[src/sss_pkg.sv]
// constants shared by the supply sequencer and supervisor
package sss_pkg;
  localparam int CLK_MHZ = 20;
  localparam int TMR_W = 18;
  // timer intervals in microseconds, picked inside the allowed windows
  localparam int POR_TIME_US = 10000;
  localparam int FAULT_TIME_US = 5000;
  localparam int MAIN_DLY_US = 5000;
  localparam int KA_DLY_US = 5000;
  localparam int SS_STEP_US = 500;
  localparam int POR_CYC = POR_TIME_US * CLK_MHZ;
  localparam int FAULT_CYC = FAULT_TIME_US * CLK_MHZ;
  localparam int MAIN_DLY_CYC = MAIN_DLY_US * CLK_MHZ;
  localparam int KA_DLY_CYC = KA_DLY_US * CLK_MHZ;
  localparam int SS_STEP_CYC = SS_STEP_US * CLK_MHZ;
  localparam logic [4:0] SS_STEPS = 5'h10;
  // synchroniser bit positions
  localparam int S_EN = 0;
  localparam int S_MPWR = 1;
  localparam int S_KPWR = 2;
  localparam int S_MAIN = 3;
  localparam int S_LOW = 4;
  localparam int S_KREF = 5;
  localparam int S_W = 6;
  localparam logic [S_W-1:0] SYNC_RST = 6'h00;

  typedef enum logic [2:0] {
    ST_STANDBY = 3'h0,
    ST_WAIT = 3'h1,
    ST_SOFT = 3'h3,
    ST_RUN = 3'h2,
    ST_FAULT = 3'h6
  } sss_state_type;
endpackage

[src/sss_supervisor.sv]
// supply sequencer: standby, power-up delays, soft-start, fault retry, POR
// How it works
// - enable low forces low-current standby
// - enable returning high restarts power-up sequence
// - standby holds gate off, pulls rails low
// - two independent power-up delay timers
// - regulator enabled only after both delays expire
// - bad rails at soft-start end start fault-off
// - fault-off holds regulator off, then retries
// - POR timer starts when soft-start ends good
// - POR expiry releases power-good output
// - power-good pulled low when either rail low
// - power-good released only with rails and POR
// - keep-alive below reference pulls keep-alive-ok low
// - POR interval between 5 and 15 ms
// - fault-off interval between 1 and 10 ms
// - main power-up delay between 1 and 10 ms
// - soft-start steps target in 16 increments
`timescale 1ns/1ps
module sss_supervisor #(
  parameter logic [17:0] POR_CYCLES = 18'(sss_pkg::POR_CYC),
  parameter logic [17:0] FAULT_CYCLES = 18'(sss_pkg::FAULT_CYC),
  parameter logic [17:0] MAIN_DLY_CYCLES = 18'(sss_pkg::MAIN_DLY_CYC),
  parameter logic [17:0] KA_DLY_CYCLES = 18'(sss_pkg::KA_DLY_CYC),
  parameter logic [17:0] SS_STEP_CYCLES = 18'(sss_pkg::SS_STEP_CYC)
) (
  input wire logic CLK_I,
  input wire logic SYS_RST_I,
  input wire logic ENABLE_I,
  input wire logic MAIN_POWER_IN_OK_I,
  input wire logic KEEPALIVE_POWER_IN_OK_I,
  input wire logic MAIN_RAIL_OUT_OK_I,
  input wire logic LOW_RAIL_OUT_OK_I,
  input wire logic KEEPALIVE_SUPPLY_OUT_OK_I,
  output logic REG_ENABLE_O,
  output logic GATE_OFF_O,
  output logic MAIN_RAIL_OUT_PULLDOWN_O,
  output logic LOW_RAIL_OUT_PULLDOWN_O,
  output logic [4:0] SOFT_STEP_O,
  output logic POWER_GOOD_OUT_O,
  output logic POWER_GOOD_OUT_OE_O,
  output logic KEEPALIVE_OK_OUT_O,
  output logic KEEPALIVE_OK_OUT_OE_O
);
  localparam logic [17:0] ONE = 18'h00001;

  logic [sss_pkg::S_W-1:0] meta_q;
  logic [sss_pkg::S_W-1:0] sync_q;
  sss_pkg::sss_state_type st_q, st_d;
  logic [17:0] main_cnt_q, ka_cnt_q, cnt_q;
  logic [4:0] ss_q;
  logic por_done_q;
  logic reg_en_q, standby_q, pg_oe_q, ka_oe_q;
  logic en_s, mpwr_s, kpwr_s, rails_ok, ka_ref_s;
  logic main_done, ka_done, both_done, hit, ss_end;
  logic [17:0] lim;

  // asynchronous pins pass two flops before any logic reads them
  always_ff @(posedge CLK_I) begin
    if (SYS_RST_I) begin
      meta_q <= sss_pkg::SYNC_RST;
      sync_q <= sss_pkg::SYNC_RST;
    end else begin
      meta_q <= {KEEPALIVE_SUPPLY_OUT_OK_I, LOW_RAIL_OUT_OK_I,
                 MAIN_RAIL_OUT_OK_I, KEEPALIVE_POWER_IN_OK_I,
                 MAIN_POWER_IN_OK_I, ENABLE_I};
      sync_q <= meta_q;
    end
  end

  assign en_s = sync_q[sss_pkg::S_EN];
  assign mpwr_s = sync_q[sss_pkg::S_MPWR];
  assign kpwr_s = sync_q[sss_pkg::S_KPWR];
  assign rails_ok = sync_q[sss_pkg::S_MAIN] & sync_q[sss_pkg::S_LOW];
  assign ka_ref_s = sync_q[sss_pkg::S_KREF];

  // power-up delay timers; a dropout restarts the qualification
  assign main_done = (main_cnt_q == MAIN_DLY_CYCLES);
  assign ka_done = (ka_cnt_q == KA_DLY_CYCLES);
  assign both_done = main_done & ka_done;

  always_ff @(posedge CLK_I) begin
    if (SYS_RST_I || !en_s || !mpwr_s) begin
      main_cnt_q <= '0;
    end else if (!main_done) begin
      main_cnt_q <= main_cnt_q + ONE;
    end
  end

  always_ff @(posedge CLK_I) begin
    if (SYS_RST_I || !en_s || !kpwr_s) begin
      ka_cnt_q <= '0;
    end else if (!ka_done) begin
      ka_cnt_q <= ka_cnt_q + ONE;
    end
  end

  // one phase timer serves soft-start steps, fault-off and POR
  always_comb begin
    unique case (st_q)
      sss_pkg::ST_SOFT: lim = SS_STEP_CYCLES;
      sss_pkg::ST_RUN: lim = POR_CYCLES;
      default: lim = FAULT_CYCLES;
    endcase
  end

  assign hit = (cnt_q == lim - ONE);
  assign ss_end = (st_q == sss_pkg::ST_SOFT) && hit &&
                  (ss_q == sss_pkg::SS_STEPS);

  always_comb begin
    st_d = st_q;
    if (!en_s) begin
      st_d = sss_pkg::ST_STANDBY;
    end else begin
      unique case (st_q)
        sss_pkg::ST_STANDBY: st_d = sss_pkg::ST_WAIT;
        sss_pkg::ST_WAIT: begin
          if (both_done) begin
            st_d = sss_pkg::ST_SOFT;
          end
        end
        sss_pkg::ST_SOFT: begin
          if (!both_done) begin
            st_d = sss_pkg::ST_WAIT;
          end else if (ss_end) begin
            st_d = rails_ok ? sss_pkg::ST_RUN : sss_pkg::ST_FAULT;
          end
        end
        sss_pkg::ST_RUN: begin
          if (!both_done) begin
            st_d = sss_pkg::ST_WAIT;
          end else if (!rails_ok) begin
            st_d = sss_pkg::ST_FAULT;
          end
        end
        sss_pkg::ST_FAULT: begin
          if (hit) begin
            st_d = sss_pkg::ST_WAIT;
          end
        end
        default: st_d = sss_pkg::ST_STANDBY;
      endcase
    end
  end

  always_ff @(posedge CLK_I) begin
    if (SYS_RST_I) begin
      st_q <= sss_pkg::ST_STANDBY;
    end else begin
      st_q <= st_d;
    end
  end

  // timer restarts on every state change, so standby clears it too
  always_ff @(posedge CLK_I) begin
    if (SYS_RST_I || st_d != st_q) begin
      cnt_q <= '0;
    end else if (hit) begin
      cnt_q <= (st_q == sss_pkg::ST_SOFT) ? '0 : cnt_q;
    end else begin
      cnt_q <= cnt_q + ONE;
    end
  end

  // target starts at zero and climbs one step per interval
  always_ff @(posedge CLK_I) begin
    if (SYS_RST_I || st_q != sss_pkg::ST_SOFT) begin
      ss_q <= '0;
    end else if (hit && ss_q != sss_pkg::SS_STEPS) begin
      ss_q <= ss_q + 5'h01;
    end
  end

  always_ff @(posedge CLK_I) begin
    if (SYS_RST_I || st_q != sss_pkg::ST_RUN) begin
      por_done_q <= 1'b0;
    end else if (hit) begin
      por_done_q <= 1'b1;
    end
  end

  always_ff @(posedge CLK_I) begin
    if (SYS_RST_I) begin
      reg_en_q <= 1'b0;
      standby_q <= 1'b1;
    end else begin
      reg_en_q <= (st_d == sss_pkg::ST_SOFT) ||
                  (st_d == sss_pkg::ST_RUN);
      standby_q <= (st_d == sss_pkg::ST_STANDBY);
    end
  end

  // open-drain pins: enable high means pulling low
  always_ff @(posedge CLK_I) begin
    if (SYS_RST_I) begin
      pg_oe_q <= 1'b1;
      ka_oe_q <= 1'b1;
    end else begin
      pg_oe_q <= !(st_q == sss_pkg::ST_RUN && por_done_q &&
                   rails_ok);
      ka_oe_q <= !ka_ref_s;
    end
  end

  assign REG_ENABLE_O = reg_en_q;
  assign GATE_OFF_O = !reg_en_q;
  assign MAIN_RAIL_OUT_PULLDOWN_O = standby_q;
  assign LOW_RAIL_OUT_PULLDOWN_O = standby_q;
  assign SOFT_STEP_O = ss_q;
  assign POWER_GOOD_OUT_O = 1'b0;
  assign POWER_GOOD_OUT_OE_O = pg_oe_q;
  assign KEEPALIVE_OK_OUT_O = 1'b0;
  assign KEEPALIVE_OK_OUT_OE_O = ka_oe_q;
endmodule

[config.mk]
export PLATFORM = sky130hd
export DESIGN_NAME = sss_supervisor
export DESIGN_NICKNAME = d
export VERILOG_FILES = /design/src/sss_pkg.sv /design/src/sss_supervisor.sv
export SDC_FILE = /design/constraint.sdc
export NUM_CORES = 1
export LEC_CHECK = 0
export BUFFER_PORTS_ARGS = -buffer_cell sky130_fd_sc_hd__buf_2
export CAP_MARGIN = 0
export CORE_MARGIN = 2
export CORE_UTILIZATION = 50
export DETAILED_ROUTE_END_ITERATION = 7
export GPL_TIMING_DRIVEN = 1
export PLACE_DENSITY = 0.64
export SYNTH_ARGS = -nofsm -noshare
export SYNTH_HDL_FRONTEND = slang
export SYNTH_SLANG_ARGS = --single-unit
[constraint.sdc]
create_clock -name CLK_I -period 3.5 [get_ports CLK_I]
set_clock_uncertainty 0.05 [all_clocks]
set_input_delay 0.175 -clock CLK_I [delete_from_list [all_inputs] [get_ports CLK_I]]
set_output_delay 0.175 -clock CLK_I [all_outputs]
set_load 0.02 [all_outputs]
==> summary.md, run 1 <==
| Metric | Value |
|---|---|
| Fin util | `57.3%` |
| Number of synthesized flops with an enable pin | `0` |
| Die ar. | `0.00822 sq mm` |
| FF-to-FF End | `cnt_q[10]` |
| Sequential share of power | `55.9%` |
| Reg-to-reg startpoint | `st_q[2]` |
| Internal cell power | `1.28 mW` |
| Final slew viol count | `0` |
| Hold path cells | `2` |
| Nets | `455` |
| CTS sink cnt | `79` |
| Total Routed Length | `7.23 mm` |
| Diode count | `0` |
| Buffers on Ports | `18` |
| Yosys cell types | `56` |
| Worst skew pair latency | `340 ps` |
| Slew HR | `57.2%` |
| Initial antenna violation count | `0` |
| Startpoint class of the critical path | `flip-flop` |
| Internal reg-to-reg setup slack | `630 ps` |
| Synthesized area per cell | `8.96 sq um` |
| Slowest CP cell | `dfxtp_1` |
| Minimum clock period | `2870 ps` |
| Final hold vios | `0` |
| Clock power share | `41.5%` |
| Mapped Area | `0.00375 sq mm` |
| Combinational share of power | `2.6%` |
| Crit path max fanout | `18` |
| CP required | `3690 ps` |
| Die Ht | `90.7 microns` |
| Ys async rst share | `0%` |
| H-tree Lvls | `3` |
| First-pass GRT wire length | `12.6 mm` |
| TritonCTS buffer count | `9` |
| Row cnt | `31` |
| Detail Route Antenna Nets | `0` |
| Worst Setup End Kind | `flip-flop` |
| P per Cell Area | `394 mW/mm^2` |
| Ys flop type | `dfxtp_1` |
| Die X | `90.7 microns` |
| Placed cell areas | `0.00389 sq mm` |
| Outcome | `finished, final reports clean` |
| Peak VDD IR | `319 uV` |
| WHS Endpoint | `meta_q[5]` |
| Final setup fails | `0` |
| Design Area, Final | `0.00415 sq mm` |
| Share of cells above drive strength 1 | `12.6%` |
| Vias per cell | `5.35` |
| Core Area | `0.00725 sq mm` |
| Crit path DAT | `3060 ps` |
| Detail Placement HPWL | `4.91 mm` |
| Fillcell total | `662` |
| Ports | `21` |
| Top cells by area, synth | `dfxtp_1 (42%), xor2_1 (6.8%), nor2_1 (5.2%), xnor2_1 (3.5%), nor2b_1 (3.2%)` |
| RSZ-0062 raised after global routing | `no` |
| Clock root buffer master | `clkbuf_8` |
| Top-area cell type share of the netlist area | `42.1%` |
| FF+latch count, synth | `79` |
| Switching Share | `21.8%` |
| Routed len/inst | `13.3 microns` |
| P_sw | `356 uW` |
| Initial drt markers | `96` |
| Vias in the first global route | `2786` |
| Slew @ Worst Pin | `640 ps` |
| Total track usage | `18.4%` |
| CP Cell Sequence | `nand3b_1 -> mux2i_1 -> nand4_2 -> nor2_1 -> o21ai_2 -> mux2i_4 -> buf_4 -> a2111oi_2` |
| Remaining global-route overflow | `0` |
| Worst hold slack | `141 ps` |
| Final GP Congestion | `0.793` |
| CP peak stage delay | `580 ps` |
| DR vias | `2912` |
| DRC viols | `0` |
| Worst hold path type | `input port to flip-flop` |
| Hold path startpoint | `SYS_RST_I` |
| Crit Path Category | `flip-flop to flip-flop` |
| CTS tree | `built` |
| Fin crit share | `82.0%` |
| Post-CTS resize count | `0` |
| CTS max path bufs | `2` |
| Yosys top cell by area | `dfxtp_1` |
| Max cap viols | `0` |
| Pleak | `1.42 nW` |
| Area growth syn-to-layout | `10.6%` |
| Starting density of the core | `51.8%` |
| Setup TNS | `0 ps` |
| Register clock-pin slew on the reported worst setup and hold paths | `80 ps` |
| Sequential share of the synthesized area | `42.1%` |
| Cell depth of the worst flop-to-flop path | `8` |
| Drt pass-1 iters | `4` |
| Max Clock Freq | `0.349 GHz` |
| Mapped Cells | `419` |
| Largest net degree at the start of global routing | `19` |
| Ys Warns | `0` |
-- cells in the final DEF, fill, tap and decap left out, types with 6 or more instances in the layout --
cell,instances
nand4_1,17
ha_1,7
nor3_1,10
nor4_1,7
inv_1,14
nand3b_1,6
xor2_1,29
xnor2_1,15
nor2_1,52
nor2b_1,19
nor3_2,11
o21ai_0,6
dlygate4sd3_1,6
clkbuf_8,10
and3_1,10
buf_2,18
dfxtp_1,79
a21oi_1,9
nand2_1,29
nand3_1,21
-- cell families (layout without fill, tap and decap cells) --
family                     count (synthesis)  count (layout)  share of synthesized area (%)
AOI/OAI and AO/OA                         33              33                           6.10
buffers and inverters                     30              55                           3.67
and+or+nand+nor                          220             220                           33.8
muxes                                      5               5                           1.67
other                                      1               2                         0.0999
DFF                                       79              79                           42.1
adders and majority gates                  7               7                           2.33
xor gates and xnor gates                  44              44                           10.3
-- through the flow --
stage	cells	setup WS, ps	total power, mW
5_1_grt	544	393	1.70
6_report	544	631	1.64
3_3_place_gp	522	757	0.972
4_1_cts	544	654	1.66
3_5_place_dp	522	663	0.974
2_1_floorplan	420	1070	0.965
-- power groups by stage --
stage	logic, mW	registers, mW	clock network (mW)
finish	0.0432	0.914	0.679
global route	0.0478	0.916	0.735
CTS	0.0438	0.914	0.703
detailed placement	0.0385	0.935	0
global placement	0.0376	0.935	0
floorplan	0.0311	0.934	0
-- cells in the mapped netlist (2+ instances only) --
library cell and number:
xor2_1 29, nor3b_1 3, ha_1 7, o21a_1 4, and4_1 4, nor2b_1 19, xnor2_1 15, nand4b_1 2
nor3_1 10, nor4b_1 4, a31oi_1 2, nand2_1 29, mux2i_1 4, buf_2 2, inv_1 14, buf_4 3
or3b_2 3, o21ai_0 6, and2_1 4, and3_1 10, clkbuf_1 9, and4b_1 2, nand2b_1 2, nor4_1 7
dfxtp_1 79, or3_1 4, nand3_1 21, o211ai_1 2, nand3b_1 6, nor3_2 11, a2111oi_2 2, nand4_1 17
a21oi_1 9, nor2_1 52
-- state kept, by name (all words and copies together) (netlist names) --
| register | count |
|---|---|
| KEEPALIVE_OK_OUT_OE_O | 1 |
| LOW_RAIL_OUT_PULLDOWN_O | 1 |
| POWER_GOOD_OUT_OE_O | 1 |
| REG_ENABLE_O | 1 |
| SOFT_STEP_O | 5 |
| cnt_q | 18 |
| ka_cnt_q | 18 |
| main_cnt_q | 18 |
| meta_q | 6 |
| por_done_q | 1 |
| st_q | 3 |
| sync_q | 6 |
-- timing repair --
action                                 CTS  global route
setup endpoints to repair                0             0
endpoints found under the hold margin    6             0
buffers inserted                         0             0
hold buffers                             6             0
-- worst max-delay path, delay by kind of cell (launching register included) --
kind | cells | cell delay, ps
AND/OR/NAND/NOR | 3 | 1000
flip-flops | 1 | 580
multiplexers | 2 | 510
AO/OA/AOI/OAI | 2 | 390
buffers and inverters | 1 | 230
-- worst max-delay path by stage --
| stage | end | slack, ps | start |
|---|---|---|---|
| 2_1_floorplan | cnt_q[11] | 1070 | SOFT_STEP_O[0] |
| 3_3_place_gp | cnt_q[10] | 760 | st_q[1] |
| 3_5_place_dp | cnt_q[10] | 660 | cnt_q[5] |
| 4_1_cts | cnt_q[0] | 650 | cnt_q[17] |
| 5_1_grt | cnt_q[3] | 390 | st_q[0] |
| 6_report | cnt_q[10] | 630 | st_q[2] |
-- area by class of cell --
type	instances	area [sq um]	area share [%]
well taps	99	124	2.98
clock buffers	12	145	3.49
flip-flops and latches	79	1580	38.1
repair buffers	25	158	3.80
multi-input cells	311	2040	49.1
clock inverters	4	53.8	1.30
inverters	14	52.6	1.27
-- metal layers --
layer / wire [microns] / share of wire [%] / vias up / track usage, %
met5: 0 / 0 / - / 0
met4: 89 / 1.2 / 0 / 7.05
met3: 265 / 3.7 / 10 / 4.26
met2: 3370 / 47 / 45 / 30.7
met1: 3510 / 48 / 1358 / 23.1
li1: - / - / 1499 / -
(Power assumes the default switching activity.)
==> run 2: changes to the inputs <==
- ABC_AREA: not set -> 1
- PLACE_DENSITY: 0.64 -> 0.67
- clock period: 3.5 -> 2.55 ns (I/O delays scaled with it)
==> run 2 against run 1 <==
Flip-flop and latch count unchanged. Global-route usage increased by 1.8 points. Synthesized cell count increased by 34%. Largest power group unchanged. Via count increased by 22%. Cell count increased by 28%. Worst setup slack got worse by 400 ps. Sequential share of layout area decreased by 2.6 points. Combinational power increased by 58%. Register-to-register slack got worse by 400 ps. Sequential power increased by 37%. Largest cell class unchanged. Highest routed layer unchanged. Die area increased by 6.6%.
==> summary.md, run 2 <==
| Metric | Value |
|---|---|
| Die X | `93.6 microns` |
| P per Cell Area | `488 mW/mm^2` |
| Max cap viols | `0` |
| CP required | `2760 ps` |
| Sequential share of the synthesized area | `39.4%` |
| Most common cell after layout, fill and taps aside | `nand2_1` |
| Detail Route Antenna Nets | `0` |
| Ports | `21` |
| Remaining global-route overflow | `0` |
| Count leader, synth | `nand2_1` |
| Mapped Cells | `561` |
| Total Routed Length | `8.29 mm` |
| Startpoint class of the critical path | `flip-flop` |
| WHS Endpoint | `sync_q[3]` |
| Largest net degree at the start of global routing | `19` |
| Internal reg-to-reg setup slack | `230 ps` |
| Synthesized area per cell | `7.16 sq um` |
| Commonest cells after routing, fill and taps aside | `nand2_1 (92), inv_1 (90), dfxtp_1 (78)` |
| Share of cells above drive strength 1 | `11.7%` |
| Drt pass-1 iters | `4` |
| Initial antenna violation count | `0` |
| Max Clock Freq | `0.431 GHz` |
| Setup TNS | `0 ps` |
| Register clock-pin slew on the reported worst setup and hold paths | `80 ps` |
| Clock root buffer master | `clkbuf_8` |
| RSZ-0062 raised after global routing | `no` |
| Detail Placement HPWL | `6.10 mm` |
| Starting density of the core | `51.7%` |
| Die ar. | `0.00877 sq mm` |
| Crit path max fanout | `10` |
| Routed len/inst | `11.9 microns` |
| Cell depth of the worst flop-to-flop path | `14` |
| Mapped Area | `0.00402 sq mm` |
| Final hold vios | `0` |
| Initial drt markers | `159` |
| Area growth syn-to-layout | `11.1%` |
| Final slew viol count | `0` |
| Ys Warns | `0` |
| Top cells by area, synth | `dfxtp_1 (39%), nand2_1 (8.6%), inv_1 (8.4%), nor2_1 (6.4%), a21oi_1 (4.2%)` |
| Worst skew pair latency | `360 ps` |
| Worst Slack Setup Final | `232 ps` |
| Crit Path Category | `flip-flop to flip-flop` |
| Top-area cell type share of the netlist area | `39.4%` |
| Final GP Congestion | `0.920` |
| Crit path DAT | `2530 ps` |
| First-pass GRT wire length | `14.3 mm` |
| Largest registers | `cnt_q: 18 flops, ka_cnt_q: 18 flops, main_cnt_q: 18 flops` |
| Yosys top cell by area | `dfxtp_1` |
| Fin crit share | `90.9%` |
| Diode count | `0` |
| Final setup fails | `0` |
| Outcome | `finished, final reports clean` |
| CTS tree | `built` |
| Ys flop type | `dfxtp_1` |
| Nets | `607` |
| FF+latch count, synth | `79` |
| Row cnt | `32` |
| Minimum clock period | `2320 ps` |
| Vias per cell | `5.08` |
| Number of synthesized flops with an enable pin | `0` |
| CTS sink cnt | `79` |
| Peak VDD IR | `277 uV` |
| Reg-to-reg startpoint | `st_q[2]` |
| H-tree Lvls | `3` |
| DR vias | `3551` |
| FF-to-FF End | `cnt_q[6]` |
| Hold path cells | `2` |
| Die Ht | `93.6 microns` |
| Commonest cells in the netlist | `nand2_1 (92), inv_1 (90), dfxtp_1 (79), nor2_1 (68)` |
| Worst hold path type | `input port to flip-flop` |
| TritonCTS buffer count | `9` |
| Worst Setup End Kind | `flip-flop` |
| Ys async rst share | `0%` |
| Core Area | `0.00777 sq mm` |
| Pleak | `1.73 nW` |
| Buffers on Ports | `18` |
| CTS max path bufs | `2` |
| Hold path startpoint | `SYS_RST_I` |
| Post-place setup slack | `140 ps` |
| Total track usage | `20.2%` |
| Yosys cell types | `43` |
| DRC viols | `0` |
| Vias in the first global route | `3272` |
[run 2: changes by cell type after synthesis, moves of 11 or more]
cell | before | now
a21oi_1 | 9 | 34
inv_1 | 14 | 90
nand2_1 | 29 | 92
nand3_1 | 21 | 34
nor2_1 | 52 | 68
nor2b_1 | 19 | 0
nor3_1 | 10 | 29
o21ai_0 | 6 | 28
xnor2_1 | 15 | 0
xor2_1 | 29 | 18
[run 2: worst max path at each step]
stage,start,to,slack [ps],cells past startpoint
2_1_floorplan,main_cnt_q[0],cnt_q[13],610,13
3_3_place_gp,st_q[1],cnt_q[5],280,14
3_5_place_dp,st_q[1],cnt_q[6],140,10
4_1_cts,st_q[1],cnt_q[6],100,10
5_1_grt,st_q[2],cnt_q[3],10,15
6_report,st_q[2],cnt_q[6],230,14
[run 2: cell families after synthesis]
kind of cell | synth area share (%)
AO/OA/AOI/OAI | 10.8
XOR/XNOR | 3.93
adder cells (fa/ha/maj) | 2.18
buffers and inverters | 10.6
flip-flops | 39.4
other | 0.0934
multiplexers | 0.249
AND/OR/NAND/NOR | 32.8
[run 2: layout make-up]
type | instances | area, sq um
fillers | 750 | 3310
multi-input cells | 379 | 2010
flip-flops and latches | 79 | 1580
inverters | 93 | 352
repair buffers | 30 | 208
clock buffers | 13 | 159
well taps | 102 | 128
clock inverters | 3 | 17.5
[run 2: repair_timing]
action | in CTS | in global routing
hold buffers | 6 | 0
buffers inserted | 0 | 2
hold endpoints to repair | 6 | 0
gates resized for setup | 0 | 1
setup endpoints to repair | 0 | 18
[run 2: layer usage]
layer | up-vias | routed length [microns] | track usage (%)
met5 | - | 0 | 0
met4 | 0 | 90 | 6.40
met3 | 8 | 377 | 4.59
met2 | 77 | 3920 | 35.0
met1 | 1595 | 3900 | 24.9
li1 | 1871 | - | -
[run 2: per-stage QoR]
| stage | area [sq um] | utilization, % | cells | hold slack, ps | power, mW |
|---|---|---|---|---|---|
| final | 4460 | 57.4 | 699 | 65.5 | 2.18 |
| after floorplan | 4020 | - | 562 | 184 | 1.33 |
| after detailed placement | 4200 | 54.0 | 675 | 286 | 1.34 |
| after global placement | 4200 | 54.0 | 675 | 277 | 1.34 |
| after CTS | 4430 | 57.1 | 697 | 58.6 | 2.20 |
| after global routing | 4460 | 57.4 | 699 | 72.0 | 2.27 |
[run 2: where the power goes]
part           switching, mW  internal [mW]  leakage, nW
registers            0.00790           1.25        0.640
logic                 0.0383         0.0301        0.997
clock network          0.448          0.405       0.0894
[run 2: critical path: stages, from the launching register on]
cell and delay [ps]:
dfxtp_1 360, inv_4 130, nand3_2 180, o21bai_1 240
nand3_2 140, nor2_4 220, nand2_1 80, nand2_1 80
nor2_1 40, nand2_1 80, nand2_1 70, nand2_1 110
nand3_4 120, buf_12 170, nor3_1 150
==> run 3: changes to the inputs <==
- ABC_AREA: 1 -> 0
==> run 3 against run 2 <==
Worst hold slack gained 22 ps. Wire length is 7.4% lower. Global-route usage is 0.56 points lower. Die area fell by 6.2%. Non-clock buffer count up 10. Sequential power about the same. Flip-flop and latch count did not move. Worst setup slack got worse by 80 ps. Combinational power is 1% lower. Critical endpoint is now cnt_q[3].
==> summary.md, run 3 (synthesis results as in run 1) <==
| Metric | Value |
|---|---|
| Slew HR | `57.7%` |
| Max cap viols | `0` |
| Nets | `470` |
| Worst hold path type | `input port to flip-flop` |
| Area growth syn-to-layout | `16.2%` |
| Final slew viol count | `0` |
| Detail Route Antenna Nets | `0` |
| Commonest cells after routing, fill and taps aside | `dfxtp_1 (78), nor2_1 (51), nand2_1 (29), xor2_1 (29), nand3_1 (21)` |
| Largest net degree at the start of global routing | `19` |
| Fin util | `60.1%` |
| Die X | `90.7 microns` |
| Outcome | `finished, final reports clean` |
| Die ar. | `0.00822 sq mm` |
| Routed len/inst | `13.7 microns` |
| Diode count | `0` |
| CP Cell Sequence | `or4_4 -> nor3_4 -> nand4_1 -> buf_4 -> nor3_1 -> o21ai_1 -> mux2i_4 -> buf_12 -> nor4_1` |
| Pleak | `1.53 nW` |
| H-tree Lvls | `3` |
| Most common cell after layout, fill and taps aside | `dfxtp_1` |
| Buffers on Ports | `18` |
| Bufs and invs on worst path | `2` |
| Register clock-pin slew on the reported worst setup and hold paths | `80 ps` |
| RSZ-0062 raised after global routing | `no` |
| Fillcell total | `647` |
| DRC viols | `0` |
| CP delay by family, top | `simple AND/OR/NAND/NOR gates` |
| First-pass GRT wire length | `13.4 mm` |
| Initial antenna violation count | `0` |
| Detail Placement HPWL | `5.23 mm` |
| Total track usage | `19.7%` |
| Slowest CP cell | `or4_4` |
| Largest registers | `cnt_q: 18 flops, ka_cnt_q: 18 flops, main_cnt_q: 18 flops` |
| Internal reg-to-reg setup slack | `150 ps` |
| CTS sink cnt | `79` |
| Vias in the first global route | `2893` |
| Row cnt | `31` |
| Core Area | `0.00725 sq mm` |
| Final setup fails | `0` |
| Worst Setup End Kind | `flip-flop` |
| CTS max path bufs | `2` |
| Minimum clock period | `2400 ps` |
| TritonCTS buffer count | `9` |
| DR vias | `3032` |
| Crit path DAT | `2590 ps` |
| Total Routed Length | `7.67 mm` |
| Worst skew pair latency | `360 ps` |
| CTS tree | `built` |
| Crit path max fanout | `18` |
| Fin crit share | `94.0%` |
| Ports | `21` |
| Setup TNS | `0 ps` |
| Total Power | `2.45 mW` |
| Initial drt markers | `84` |
| Starting density of the core | `51.8%` |
| Final hold vios | `0` |
| Remaining global-route overflow | `0` |
| Drt pass-1 iters | `4` |
| Max Clock Freq | `0.417 GHz` |
| Final GP Congestion | `0.860` |
| Peak VDD IR | `457 uV` |
| Share of cells above drive strength 1 | `16.8%` |
| P per Cell Area | `561 mW/mm^2` |
| CP required | `2740 ps` |
| Crit Path Category | `flip-flop to flip-flop` |
| Die Ht | `90.7 microns` |
| CP peak stage delay | `580 ps` |
| Startpoint class of the critical path | `flip-flop` |
| Clock root buffer master | `clkbuf_8` |
| Slew @ Worst Pin | `633 ps` |
| Vias per cell | `5.43` |
-- run 3: changes by cell type in the layout (fill, tap and decap cells not counted), moves of 5 or more --
cell      previous run  this run
a21oi_1             34         9
and3_1               3        10
buf_4                5        14
inv_1               90        14
nand2_1             92        29
nand3_1             34        21
nand3b_1             0         6
nand4_1             12        17
nor2_1              68        51
nor2b_1              0        19
nor3_1              29        10
o21ai_0             28         6
xnor2_1              0        15
xor2_1              18        29
-- run 3: what timing repair did --
| action | in CTS | in global routing |
|---|---|---|
| setup buffers | 0 | 1 |
| gates resized for setup | 0 | 6 |
| hold buffers | 6 | 0 |
| hold endpoints to repair | 6 | 0 |
| endpoints found under the setup margin | 0 | 18 |
-- run 3: where the power goes --
group,total (mW),switching (mW),leakage [nW],internal (mW)
Clock,1.13,0.454,0.119,0.673
Sequential,1.25,0.00726,0.640,1.25
Combinational,0.0677,0.0359,0.774,0.0317
Total,2.45,0.497,1.53,1.95
-- run 3: through the flow --
step	setup slack [ps]	std cells	instance area, sq um	hold slack, ps
floorplan	120	420	3760	149
global placement	203	536	4030	286
detailed placement	141	536	4030	294
CTS	145	557	4330	77.7
global route	6.86	558	4360	84.1
finish	152	558	4360	87.8
-- run 3: cell type report --
type / count / area (sq um) / share of cell area (%)
repair buffers: 40 / 295 / 6.77
multi-input cells: 311 / 2060 / 47.3
inverters: 14 / 52.6 / 1.20
well taps: 99 / 124 / 2.84
clock inverters: 5 / 106 / 2.44
flip-flops and latches: 79 / 1580 / 36.3
clock buffers: 10 / 138 / 3.16
-- run 3: path summary, 6_finish.rpt --
| kind | from | endpoint | cells past startpoint |
|---|---|---|---|
| worst max-delay path | main_cnt_q[11] | cnt_q[3] | 9 |
| worst min-delay path | SYS_RST_I | sync_q[5] | 2 |
| worst min register to register | sync_q[5] | KEEPALIVE_OK_OUT_OE_O | 1 |
| worst max register to register | main_cnt_q[11] | cnt_q[3] | 9 |
-- run 3: per-layer routing --
layer / vias to the layer above / share of wire, % / global-route usage (%)
li1: 1519 / - / -
met1: 1452 / 46 / 24.0
met2: 55 / 50 / 34.2
met3: 6 / 3.6 / 5.26
met4: 0 / 0.82 / 5.13
met5: - / 0 / 0
